===== config.mk =====
export PLATFORM = sky130hd
export DESIGN_NAME = gpio_command_protocol
export DESIGN_NICKNAME = d
export VERILOG_FILES = /design/src/hdl/gpio_command_protocol.v
export VERILOG_INCLUDE_DIRS = /design/src /design/src/common
export SDC_FILE = /design/constraint.sdc
export NUM_CORES = 1
export LEC_CHECK = 0
export BUFFER_PORTS_ARGS = -buffer_cell sky130_fd_sc_hd__buf_2
export CORE_AREA = 10 10 127 129
export DETAILED_ROUTE_END_ITERATION = 6
export DIE_AREA = 0 0 137 139
export PLACE_DENSITY = 0.51
export SYNTH_ARGS = -nofsm -noshare
export SYNTH_HDL_FRONTEND = slang
export SYNTH_SLANG_ARGS = --single-unit

===== constraint.sdc =====
create_clock -name core_clk -period 4.9 [get_ports core_clk]
set_input_delay 0.49 -clock core_clk [delete_from_list [all_inputs] [get_ports core_clk]]
set_output_delay 0.49 -clock core_clk [all_outputs]
set_load 0.005 [all_outputs]

===== src/common/gpio_cmd_defines.vh =====
// Constants shared by the GPIO command interpreter: commands, frame sizes, registers, resets.
`ifndef GPIO_CMD_DEFINES_VH
`define GPIO_CMD_DEFINES_VH

`define CMD_GET_FUNC 8'h10
`define CMD_GET_DIR 8'h11
`define CMD_GET_POL 8'h12
`define CMD_GET_STATE 8'h13
`define CMD_SET_DIR 8'h19
`define CMD_SET_POL 8'h1a
`define CMD_SET_STATE 8'h1b
`define RESP_INVALID 8'hff

`define CMD_FRAME_BYTES 4'h9
`define CMD_LAST_IDX 4'h8
`define RESP_OK_BYTES 3'h5
`define RESP_ERR_BYTES 3'h1

`define REG_FUNC 8'h00
`define REG_BOOT_DIR 8'h04
`define REG_BOOT_POL 8'h08
`define REG_CTRL 8'h0c
`define REG_STATUS 8'h10

`define CTRL_PORT_DISABLE 0
`define CTRL_RELOAD 1

`define STATUS_DIR_LSB 0
`define STATUS_POL_LSB 8
`define STATUS_STATE_LSB 16
`define STATUS_LEVEL_LSB 24

`define RST_FUNC 1'b1
`define RST_DIR 1'b0
`define RST_POL 1'b1
`define RST_STATE 1'b0

`endif


===== src/hdl/gpio_command_protocol.v =====
// Binary GPIO command interpreter with configuration registers and pin drivers.
//
// Chosen here: the address-and-strobe port and the register addresses.
`timescale 1ns/1ns
`include "gpio_cmd_defines.vh"
// What this block does
// - Three configurable pins, each independently usable as general purpose I/O.
// - After reset every pin is a general purpose input, active low.
// - Parameters are 32-bit little-endian bitmaps, pin 0 in bit 0 of byte one.
// - Non-GPIO pins read as zero in command answers and are ignored by set commands.
// - A command is nine bytes: code, then two four-byte parameters.
// - A valid command answers five bytes: echoed code plus a four-byte bitmap.
// - An invalid command answers the single byte 0xff.
// - Code 0x10 returns the function bitmap, 1 meaning user I/O.
// - Code 0x11 returns directions, 1 output, 0 input.
// - Code 0x12 returns polarities, 1 active low, 0 active high.
// - Code 0x13 returns logical states, 1 active, 0 inactive.
// - Code 0x19 loads masked directions from parameter two.
// - Code 0x1a loads masked polarities from parameter two.
// - Code 0x1b loads masked states from parameter two.
// - A set answer carries the whole attribute bitmap after the update.
// - No command changes functions; such codes get the invalid answer.
// - Set values are volatile; reset or reload restores the boot configuration.
// - Pin level is state combined with polarity; active low drives low when active.
// - Boot direction and polarity come from configuration registers.
// - Commands arrive on one byte stream; a setting makes it drain and drop received bytes, pins stay driven.
module gpio_command_protocol #(
    parameter NUM_PINS = 3
) (
    input wire core_clk,
    input wire reset,
    input wire [7:0] reg_addr,
    input wire [31:0] reg_wdata,
    input wire reg_wr,
    input wire reg_rd,
    output reg [31:0] reg_rdata,
    input wire rx_valid,
    input wire [7:0] rx_data,
    input wire rx_start,
    output wire rx_ready,
    output wire tx_valid,
    output wire [7:0] tx_data,
    output wire tx_last,
    input wire tx_ready,
    input wire [NUM_PINS-1:0] pin_in,
    output wire [NUM_PINS-1:0] pin_out,
    output wire [NUM_PINS-1:0] pin_oe
);

    localparam S_RX = 2'b00;
    localparam S_EXEC = 2'b01;
    localparam S_RESP = 2'b10;
    localparam S_TX = 2'b11;
    localparam PAD = 32 - NUM_PINS;
    localparam SPAD = 8 - NUM_PINS;

    // Bits beyond the fitted pins are dropped on writes and return zero.
    function [NUM_PINS-1:0] merge;
        input [NUM_PINS-1:0] old_val;
        input [NUM_PINS-1:0] mask;
        input [NUM_PINS-1:0] new_val;
        begin
            merge = (old_val & ~mask) | (new_val & mask);
        end
    endfunction

    function is_known;
        input [7:0] code;
        begin
            case (code)
                `CMD_GET_FUNC, `CMD_GET_DIR, `CMD_GET_POL, `CMD_GET_STATE,
                `CMD_SET_DIR, `CMD_SET_POL, `CMD_SET_STATE: is_known = 1'b1;
                default: is_known = 1'b0;
            endcase
        end
    endfunction

    function [31:0] widen;
        input [NUM_PINS-1:0] bits;
        begin
            widen = {{PAD{1'b0}}, bits};
        end
    endfunction

    function [7:0] widen8;
        input [NUM_PINS-1:0] bits;
        begin
            widen8 = {{SPAD{1'b0}}, bits};
        end
    endfunction

    reg [NUM_PINS-1:0] func_reg;
    reg [NUM_PINS-1:0] boot_dir_reg;
    reg [NUM_PINS-1:0] boot_pol_reg;
    reg port_disable_reg;
    reg [NUM_PINS-1:0] dir_reg;
    reg [NUM_PINS-1:0] pol_reg;
    reg [NUM_PINS-1:0] state_reg;
    reg [1:0] fsm_reg;
    reg [3:0] byte_cnt_reg;
    reg [7:0] cmd_reg;
    reg [31:0] p1_reg;
    reg [31:0] p2_reg;
    reg [39:0] resp_reg;
    reg [2:0] tx_left_reg;

    wire reload = reg_wr && (reg_addr == `REG_CTRL) && reg_wdata[`CTRL_RELOAD];
    wire [3:0] byte_idx = rx_start ? 4'h0 : byte_cnt_reg;
    wire rx_take = rx_valid && (fsm_reg == S_RX);
    wire tx_take = tx_valid && tx_ready;
    wire [NUM_PINS-1:0] set_mask = p1_reg[NUM_PINS-1:0] & func_reg;
    wire [NUM_PINS-1:0] set_val = p2_reg[NUM_PINS-1:0];
    wire [NUM_PINS-1:0] input_active = pin_in ^ pol_reg;
    wire [NUM_PINS-1:0] state_view = ((dir_reg & state_reg) | (~dir_reg & input_active))
        & func_reg;
    wire cmd_ok = is_known(cmd_reg);

    // Dedicated pins are left undriven so their own function owns them.
    assign pin_oe = dir_reg & func_reg;
    assign pin_out = (state_reg ^ pol_reg) & pin_oe;

    assign rx_ready = (fsm_reg == S_RX);
    assign tx_valid = (fsm_reg == S_TX);
    assign tx_data = resp_reg[7:0];
    assign tx_last = (fsm_reg == S_TX) && (tx_left_reg == 3'h1);

    // Configuration registers and the read port.
    always @(posedge core_clk) begin
        if (reset) begin
            func_reg <= {NUM_PINS{`RST_FUNC}};
            boot_dir_reg <= {NUM_PINS{`RST_DIR}};
            boot_pol_reg <= {NUM_PINS{`RST_POL}};
            port_disable_reg <= 1'b0;
            reg_rdata <= 32'h00000000;
        end else begin
            if (reg_wr) begin
                case (reg_addr)
                    `REG_FUNC: func_reg <= reg_wdata[NUM_PINS-1:0];
                    `REG_BOOT_DIR: boot_dir_reg <= reg_wdata[NUM_PINS-1:0];
                    `REG_BOOT_POL: boot_pol_reg <= reg_wdata[NUM_PINS-1:0];
                    `REG_CTRL: port_disable_reg <= reg_wdata[`CTRL_PORT_DISABLE];
                    default: ;
                endcase
            end
            reg_rdata <= 32'h00000000;
            if (reg_rd) begin
                case (reg_addr)
                    `REG_FUNC: reg_rdata <= widen(func_reg);
                    `REG_BOOT_DIR: reg_rdata <= widen(boot_dir_reg);
                    `REG_BOOT_POL: reg_rdata <= widen(boot_pol_reg);
                    `REG_CTRL: reg_rdata <= {31'h00000000, port_disable_reg};
                    `REG_STATUS: reg_rdata <= {widen8(pin_in), widen8(state_view),
                        widen8(pol_reg), widen8(dir_reg)};
                    default: reg_rdata <= 32'h00000000;
                endcase
            end
        end
    end

    // Live pin attributes; a reload takes priority over a set in the same cycle.
    always @(posedge core_clk) begin
        if (reset) begin
            dir_reg <= {NUM_PINS{`RST_DIR}};
            pol_reg <= {NUM_PINS{`RST_POL}};
            state_reg <= {NUM_PINS{`RST_STATE}};
        end else if (reload) begin
            dir_reg <= boot_dir_reg;
            pol_reg <= boot_pol_reg;
            state_reg <= {NUM_PINS{`RST_STATE}};
        end else if (fsm_reg == S_EXEC) begin
            case (cmd_reg)
                `CMD_SET_DIR: dir_reg <= merge(dir_reg, set_mask, set_val);
                `CMD_SET_POL: pol_reg <= merge(pol_reg, set_mask, set_val);
                `CMD_SET_STATE: state_reg <= merge(state_reg, set_mask, set_val);
                default: ;
            endcase
        end
    end

    // Command collection, execution and answer.
    always @(posedge core_clk) begin
        if (reset) begin
            fsm_reg <= S_RX;
            byte_cnt_reg <= 4'h0;
            cmd_reg <= 8'h00;
            p1_reg <= 32'h00000000;
            p2_reg <= 32'h00000000;
            resp_reg <= 40'h0000000000;
            tx_left_reg <= 3'h0;
        end else begin
            case (fsm_reg)
                S_RX: begin
                    if (port_disable_reg) begin
                        // Bytes are drained and dropped so the link never jams.
                        byte_cnt_reg <= 4'h0;
                    end else if (rx_take) begin
                        if (byte_idx == 4'h0) begin
                            cmd_reg <= rx_data;
                        end else if (byte_idx < 4'h5) begin
                            p1_reg <= {rx_data, p1_reg[31:8]};
                        end else begin
                            p2_reg <= {rx_data, p2_reg[31:8]};
                        end
                        if (byte_idx == `CMD_LAST_IDX) begin
                            byte_cnt_reg <= 4'h0;
                            fsm_reg <= S_EXEC;
                        end else begin
                            byte_cnt_reg <= byte_idx + 4'h1;
                        end
                    end
                end
                S_EXEC: begin
                    fsm_reg <= S_RESP;
                end
                S_RESP: begin
                    // Built a cycle after execution so set answers show the new bitmap.
                    fsm_reg <= S_TX;
                    tx_left_reg <= cmd_ok ? `RESP_OK_BYTES : `RESP_ERR_BYTES;
                    case (cmd_reg)
                        `CMD_GET_FUNC: resp_reg <= {widen(func_reg), cmd_reg};
                        `CMD_GET_DIR, `CMD_SET_DIR:
                            resp_reg <= {widen(dir_reg & func_reg), cmd_reg};
                        `CMD_GET_POL, `CMD_SET_POL:
                            resp_reg <= {widen(pol_reg & func_reg), cmd_reg};
                        `CMD_GET_STATE, `CMD_SET_STATE:
                            resp_reg <= {widen(state_view), cmd_reg};
                        default: resp_reg <= {32'h00000000, `RESP_INVALID};
                    endcase
                end
                S_TX: begin
                    if (tx_take) begin
                        resp_reg <= {8'h00, resp_reg[39:8]};
                        tx_left_reg <= tx_left_reg - 3'h1;
                        if (tx_left_reg == 3'h1) begin
                            fsm_reg <= S_RX;
                        end
                    end
                end
                default: fsm_reg <= S_RX;
            endcase
        end
    end

endmodule


Word-level counts from Yosys, hierarchy flattened. Index checks and enable logic that the tools add are counted. W data, S select, Z words.

Bits in latches: 0. Memories kept: 0. Input bits: 58. Memory bits (read-only): 0. Logic and storage cells: 118. Register bits after elaboration: 172. Bits in writable memories: 0. Output and inout bits: 49.

Reductions and logical operators: 32. Muxes and demuxes: 24. Bitwise operators: 23. Divide/modulo/power cells: 0. Shift-type cells: 0. Magnitude comparators: 1. Equality and inequality tests: 21. Add/sub/neg operators: 2. Multiply operators: 0.

Operators with widths (count): $pmux W27 S5 (1); $pmux W40 S2 (1); $eq A8 B5 Y1 const B (8); $pmux W11 S4 (1); $mux W40 (1); $and A3 B3 Y3 (11); $mux W3 (8); $reduce_and A2 Y1 (9); $eq A8 B4 Y1 const B (2); $mux W4 (4); $reduce_and A5 Y1 (3); $or A3 B3 Y3 (4); $mux W2 (5); $reduce_bool A2 Y1 (5); $reduce_or A2 Y1 (5); $eq A8 B3 Y1 const B (1); $logic_not A8 Y1 (1); $ne A2 B1 Y1 const B (4); $pmux W2 S4 (1); $reduce_or A7 Y1 (1); $not A3 Y3 (2); $pmux W3 S2 (1); $xor A3 B3 Y3 (2); $logic_and A1 B1 Y1 (5); 13 further kinds (17).

Logic depth before layout (Yosys ltp).
Word-level depth: 7. Gate-level depth with buffers: 9. Mapped depth without buffers: 8.

Worst setup path before layout. No wires, ideal clock.

Kind: input to register. From: input rx_start. To: register p1_reg[0]. Setup slack: 2574 ps. Library setup time: 128 ps. Data arrival time: 2199 ps. Stages on the path: 9. Buffers on the path: 2. Required time: 4772 ps. Cell sequence: clkbuf_1 nor2b_1 inv_1 ha_1 nor4bb_1 o31ai_1 buf_2 mux2i_1 nor2_1.

Longest elaborated chain between the ends: 4. Elaborated cells on any way between the ends: 5. Those cells by class: order compare (1); mux (1); bitwise (1); reduce/logical (2).

RTL lines: start: declaration (RTL line gpio_command_protocol.v:39) `input wire rx_start,`; $mux W4 * (RTL line gpio_command_protocol.v:108) `wire [3:0] byte_idx = rx_start ? 4'h0 : byte_cnt_reg;`; parallel branches: the longest is 2 deep, another holds $lt A4 B3 Y1; $reduce_and A5 Y1 (no source line) *; end signal: assignment (RTL line gpio_command_protocol.v:200) `p1_reg <= {rx_data, p1_reg[31:8]};`; end: declaration (RTL line gpio_command_protocol.v:102) `reg [31:0] p1_reg;`.

Mark *: on every way between the ends. A chain may end at the register's enable or synchronous reset.

Worst setup path after layout.
From: register byte_cnt_reg[1]. To: register fsm_reg[0].

Longest elaborated chain between the ends: 4.

RTL lines: start: declaration (RTL line gpio_command_protocol.v:100) `reg [3:0] byte_cnt_reg;`; start signal: assignment (RTL line gpio_command_protocol.v:208) `byte_cnt_reg <= byte_idx + 4'h1;`; $mux W4 (RTL line gpio_command_protocol.v:108); $eq A4 B4 Y1 (no source line); $ne A2 B1 Y1 (no source line); $reduce_and A5 Y1 (no source line); end signal: assignment (RTL line gpio_command_protocol.v:183) `fsm_reg <= S_RX;`; end signal: assignment (RTL line gpio_command_protocol.v:206) `fsm_reg <= S_EXEC;`; end signal: assignment (RTL line gpio_command_protocol.v:213) `fsm_reg <= S_RESP;`; end: declaration (RTL line gpio_command_protocol.v:99) `reg [1:0] fsm_reg;`.

No other way between the ends.

==> flow_results.xml <==
<?xml version="1.0" encoding="UTF-8"?>
<metrics>
  <group name="timing">
    <metric name="worst_pin_slew" unit="ns">1.006</metric>
    <metric name="setup_viol" unit="">0</metric>
    <metric name="max_slew_margin" unit="%">32.66</metric>
    <metric name="hold_violations" unit="">0</metric>
    <metric name="fmax" unit="MHz">434.9</metric>
    <metric name="fin_tns_setup" unit="ns">0</metric>
    <metric name="hold_ws" unit="ns">0.3765</metric>
    <metric name="post-route-period-util" unit="%">46.93</metric>
    <metric name="setup_repair_after_global_routing_missed_its_margin" unit="">false</metric>
    <metric name="fin_worst_skew" unit="ns">0.005265</metric>
    <metric name="slew_violations" unit="">0</metric>
    <metric name="final.min_clock_period" unit="ns">2.300</metric>
  </group>
  <group name="floorplan">
    <metric name="die_w" unit="µm">137</metric>
    <metric name="die_outline_area" unit="mm²">0.01904</metric>
    <metric name="die_y" unit="µm">139</metric>
    <metric name="core_area" unit="mm²">0.01367</metric>
    <metric name="fp-row-count" unit="">43</metric>
    <metric name="pin_count" unit="">107</metric>
    <metric name="initial_core_util" unit="%">29.18</metric>
  </group>
  <group name="routing">
    <metric name="drt-pass1-iter-count" unit="">4</metric>
    <metric name="met1Wirelength" unit="µm">4024</metric>
    <metric name="route.met3.wl" unit="µm">587</metric>
    <metric name="wire_per_inst" unit="µm">13.91</metric>
    <metric name="total_drc_errors_in_the_routed_layout" unit="">0</metric>
    <metric name="dr.first_iter.drc_count" unit="">105</metric>
    <metric name="via_per_inst" unit="">4.614</metric>
    <metric name="drt.antenna.violating_nets" unit="">0</metric>
    <metric name="num_vias" unit="">3059</metric>
    <metric name="dr.max_layer_used" unit="">met5</metric>
    <metric name="wirelength" unit="µm">9221</metric>
    <metric name="wl_met2" unit="µm">4422</metric>
  </group>
  <group name="yosys">
    <metric name="count_of_state_elements_after_synthesis" unit="">83</metric>
    <metric name="mappedNetlistArea" unit="mm²">0.003988</metric>
    <metric name="ys_warnings" unit="">0</metric>
    <metric name="postSynthCellCount" unit="">436</metric>
    <metric name="synth_edf_count" unit="">0</metric>
    <metric name="syn-mean-instance-area" unit="µm²">9.146</metric>
    <metric name="ys_dominant_reg_cell" unit="">sky130_fd_sc_hd__dfxtp_1</metric>
    <metric name="post_synth_num_cell_types" unit="">57</metric>
    <metric name="async_flop_share" unit="%">0</metric>
    <metric name="ys_seq_area_share" unit="%">41.67</metric>
  </group>
  <group name="clocking">
    <metric name="clock_sinks" unit="">83</metric>
    <metric name="tritoncts" unit="">built</metric>
    <metric name="holdBufCountCts" unit="">0</metric>
    <metric name="post-cts-setup-buffer-count" unit="">0</metric>
    <metric name="clock_tree.buffer_depth" unit="">2</metric>
    <metric name="cts_resized" unit="">0</metric>
    <metric name="clock_slew_seen_by_the_registers_of_the_worst_setup_and_hold_paths" unit="ns">0.07</metric>
    <metric name="clock_insertion_delay_worst_skew" unit="ns">0.34</metric>
    <metric name="cts_root_buffer" unit="">sky130_fd_sc_hd__clkbuf_16</metric>
    <metric name="cts_htree_levels" unit="">3</metric>
    <metric name="cts_buffers" unit="">9</metric>
  </group>
  <group name="power">
    <metric name="share_of_total_power_in_the_clock_network" unit="%">47.5</metric>
    <metric name="comb_power_share" unit="%">5.5</metric>
    <metric name="power-per-cell-area" unit="mW/mm²">318.4</metric>
    <metric name="switchingPower" unit="µW">350.9</metric>
    <metric name="p_leak" unit="µW">0.002086</metric>
    <metric name="p_int" unit="µW">1118</metric>
    <metric name="irDropWorstVdd" unit="mV">0.1875</metric>
    <metric name="power.share.switching" unit="%">23.89</metric>
    <metric name="power.sequential.fraction" unit="%">46.9</metric>
  </group>
  <group name="grt">
    <metric name="grt_pass1_wl" unit="µm">14790</metric>
    <metric name="groute.usage.overall" unit="%">9.469</metric>
    <metric name="antenna_found_initial" unit="">1</metric>
    <metric name="grt_pass1_vias" unit="">2993</metric>
    <metric name="grt_start_max_net_pins" unit="">69</metric>
    <metric name="grt-ovfl-total" unit="">0</metric>
  </group>
  <group name="critical_path">
    <metric name="crit_required" unit="ns">5.09</metric>
    <metric name="crit_chain" unit="">nor2b_1 -&gt; inv_1 -&gt; ha_1 -&gt; nor4bb_1 -&gt; nand3b_1 -&gt; a22o_1 -&gt; nor3_1 -&gt; a211oi_1</metric>
    <metric name="r2r_cells" unit="">8</metric>
    <metric name="crit-reg2reg-capture" unit="">fsm_reg[0]$_SDFFE_PP0P_</metric>
    <metric name="timing.critical_path.from_type" unit="">flop</metric>
    <metric name="cp_slowest_cell" unit="">sky130_fd_sc_hd__nor4bb_1</metric>
    <metric name="worst_ep_arrival_time" unit="ns">2.49</metric>
    <metric name="criticalPathCategory" unit="">reg -&gt; reg</metric>
    <metric name="reg2reg_from" unit="">byte_cnt_reg[1]$_SDFFE_PP0P_</metric>
    <metric name="timing.critical_path.to_type" unit="">flop</metric>
    <metric name="path_max_fanout" unit="">6</metric>
    <metric name="worst-r2r-setup-slack" unit="ns">2.60</metric>
    <metric name="critical-path-max-stage-delay" unit="ns">0.65</metric>
  </group>
  <group name="run_status">
    <metric name="outcome" unit="">finished clean</metric>
  </group>
  <group name="layout">
    <metric name="n_antenna_cell" unit="">0</metric>
    <metric name="finish.instance_area" unit="mm²">0.004613</metric>
    <metric name="area_growth_syn_to_layout" unit="%">15.69</metric>
    <metric name="drive_gt1_share" unit="%">18.01</metric>
    <metric name="final_nets" unit="">545</metric>
  </group>
  <group name="min_path">
    <metric name="min_path_type" unit="">in -&gt; reg</metric>
    <metric name="hold_depth" unit="">2</metric>
    <metric name="worst_hold_path.endpoint" unit="">reg_rdata[24]$_SDFF_PP0_</metric>
    <metric name="hold_start" unit="">pin_in[0]</metric>
  </group>
  <group name="place">
    <metric name="numPortBuffers" unit="">57</metric>
    <metric name="gp_congestion" unit="">0.7844</metric>
    <metric name="postPlaceCellArea" unit="mm²">0.004307</metric>
    <metric name="dp_wirelength" unit="µm">6828</metric>
  </group>
  <group name="job">
    <metric name="cap_violations" unit="">0</metric>
  </group>
</metrics>
[cell usage in the layout, fill, tap and decap left out, types with 5 or more instances in the layout]
master	instances
sky130_fd_sc_hd__buf_2	57
sky130_fd_sc_hd__and2_1	16
sky130_fd_sc_hd__a211o_1	6
sky130_fd_sc_hd__a211oi_1	5
sky130_fd_sc_hd__clkbuf_16	9
sky130_fd_sc_hd__conb_1	20
sky130_fd_sc_hd__mux2i_1	44
sky130_fd_sc_hd__ha_1	9
sky130_fd_sc_hd__nor3_1	9
sky130_fd_sc_hd__inv_6	5
sky130_fd_sc_hd__a21oi_1	10
sky130_fd_sc_hd__o21ai_0	13
sky130_fd_sc_hd__dfxtp_1	83
sky130_fd_sc_hd__nor2b_1	14
sky130_fd_sc_hd__inv_1	8
sky130_fd_sc_hd__a311oi_1	5
sky130_fd_sc_hd__nand2_1	19
sky130_fd_sc_hd__nor2_1	72
sky130_fd_sc_hd__nand3b_1	7
[per-stage QoR]
step / std cells / util [%] / worst slack (ns) / total power (µW)
CTS: 663 / 33.76 / 2.634 / 1494
detailed placement: 647 / 31.51 / 2.339 / 785.6
finish: 663 / 33.76 / 2.600 / 1469
global route: 663 / 33.76 / 2.455 / 1519
global placement: 647 / 31.51 / 2.426 / 783.9
floorplan: 455 / - / 2.574 / 769.7
[cell usage after synthesis (3+ instances only)]
library cell                n  area share (%)
sky130_fd_sc_hd__ha_1       9             2.8
sky130_fd_sc_hd__nor2b_1   14             2.2
sky130_fd_sc_hd__clkbuf_1  14             1.3
sky130_fd_sc_hd__a21boi_0   3            0.56
sky130_fd_sc_hd__buf_2      4            0.50
sky130_fd_sc_hd__xnor2_1    3            0.66
sky130_fd_sc_hd__dfxtp_1   83              42
sky130_fd_sc_hd__xor2_1     4            0.88
sky130_fd_sc_hd__a311oi_1   5             1.1
sky130_fd_sc_hd__a21oi_1   10             1.3
sky130_fd_sc_hd__o21bai_1   3            0.56
sky130_fd_sc_hd__o21ai_0   13             1.6
sky130_fd_sc_hd__nand4_1    4            0.63
sky130_fd_sc_hd__nor3_1     9             1.1
sky130_fd_sc_hd__and2_1    16             2.5
sky130_fd_sc_hd__inv_1      8            0.75
sky130_fd_sc_hd__nor2_1    72             6.8
sky130_fd_sc_hd__buf_4     28             5.3
sky130_fd_sc_hd__nand3_1    3            0.38
sky130_fd_sc_hd__a211oi_1   5            0.94
sky130_fd_sc_hd__nand2_1   19             1.8
sky130_fd_sc_hd__nand2b_1   3            0.47
sky130_fd_sc_hd__nand3b_1   7             1.3
sky130_fd_sc_hd__and3_1     4            0.63
sky130_fd_sc_hd__mux2i_1   44              11
sky130_fd_sc_hd__a211o_1    6             1.3
sky130_fd_sc_hd__a31oi_1    4            0.63
[power by group through the flow]
stage                     combinational, µW  sequential (µW)  clock (µW)
after global routing                   89.8              690         739
after floorplan                        69.5              700           0
final                                  81.0              689         698
after global placement                 79.3              705           0
after CTS                              81.0              689         723
after detailed placement               80.7              705           0
[worst max path at each step]
stage / from / endpoint / slack [ns] / depth (start not counted)
floorplan: rx_start / p1_reg[0]$_SDFFE_PP0P_ / 2.57 / 9
global placement: rx_start / fsm_reg[0]$_SDFFE_PP0P_ / 2.43 / 8
detailed placement: rx_start / fsm_reg[0]$_SDFFE_PP0P_ / 2.34 / 8
CTS: byte_cnt_reg[1]$_SDFFE_PP0P_ / fsm_reg[0]$_SDFFE_PP0P_ / 2.63 / 8
global route: byte_cnt_reg[1]$_SDFFE_PP0P_ / fsm_reg[0]$_SDFFE_PP0P_ / 2.45 / 8
finish: byte_cnt_reg[1]$_SDFFE_PP0P_ / fsm_reg[0]$_SDFFE_PP0P_ / 2.60 / 8
[cell type report]
class | instances | area (µm²)
clock buffers | 9 | 225.2
clock inverters | 7 | 81.33
fillers | 1427 | 9052
inverters | 8 | 30.03
multi-input cells | 316 | 2082
flip-flops and latches | 83 | 1662
well taps | 180 | 225.2
repair buffers | 60 | 307.8
[layer usage]
layer | vias to the layer above | global-route usage, %
li1 | 1556 | -
met1 | 1425 | 11.05
met2 | 63 | 15.33
met3 | 13 | 2.645
met4 | 2 | 4.883
met5 | - | 0
[critical path, delay by kind of cell, from the launching register on]
kind	cells	cell delay (ns)
AOI/OAI and AO/OA	2	0.38
DFF	1	0.34
adders and majority gates	1	0.23
buffers and inverters	1	0.06
and+or+nand+nor	4	1.14
[cell families after synthesis]
kind of cell               after synthesis  share of synthesized area [%]
xor gates and xnor gates                 7                          1.538
muxes                                   47                          12.17
AOI/OAI and AO/OA                       66                          11.42
and+or+nand+nor                        167                          22.25
buffers and inverters                   56                          8.033
DFF                                     83                          41.67
adders and majority gates                9                          2.824
other                                    1                        0.09404
No activity file was read; power rests on OpenSTA's default activity.
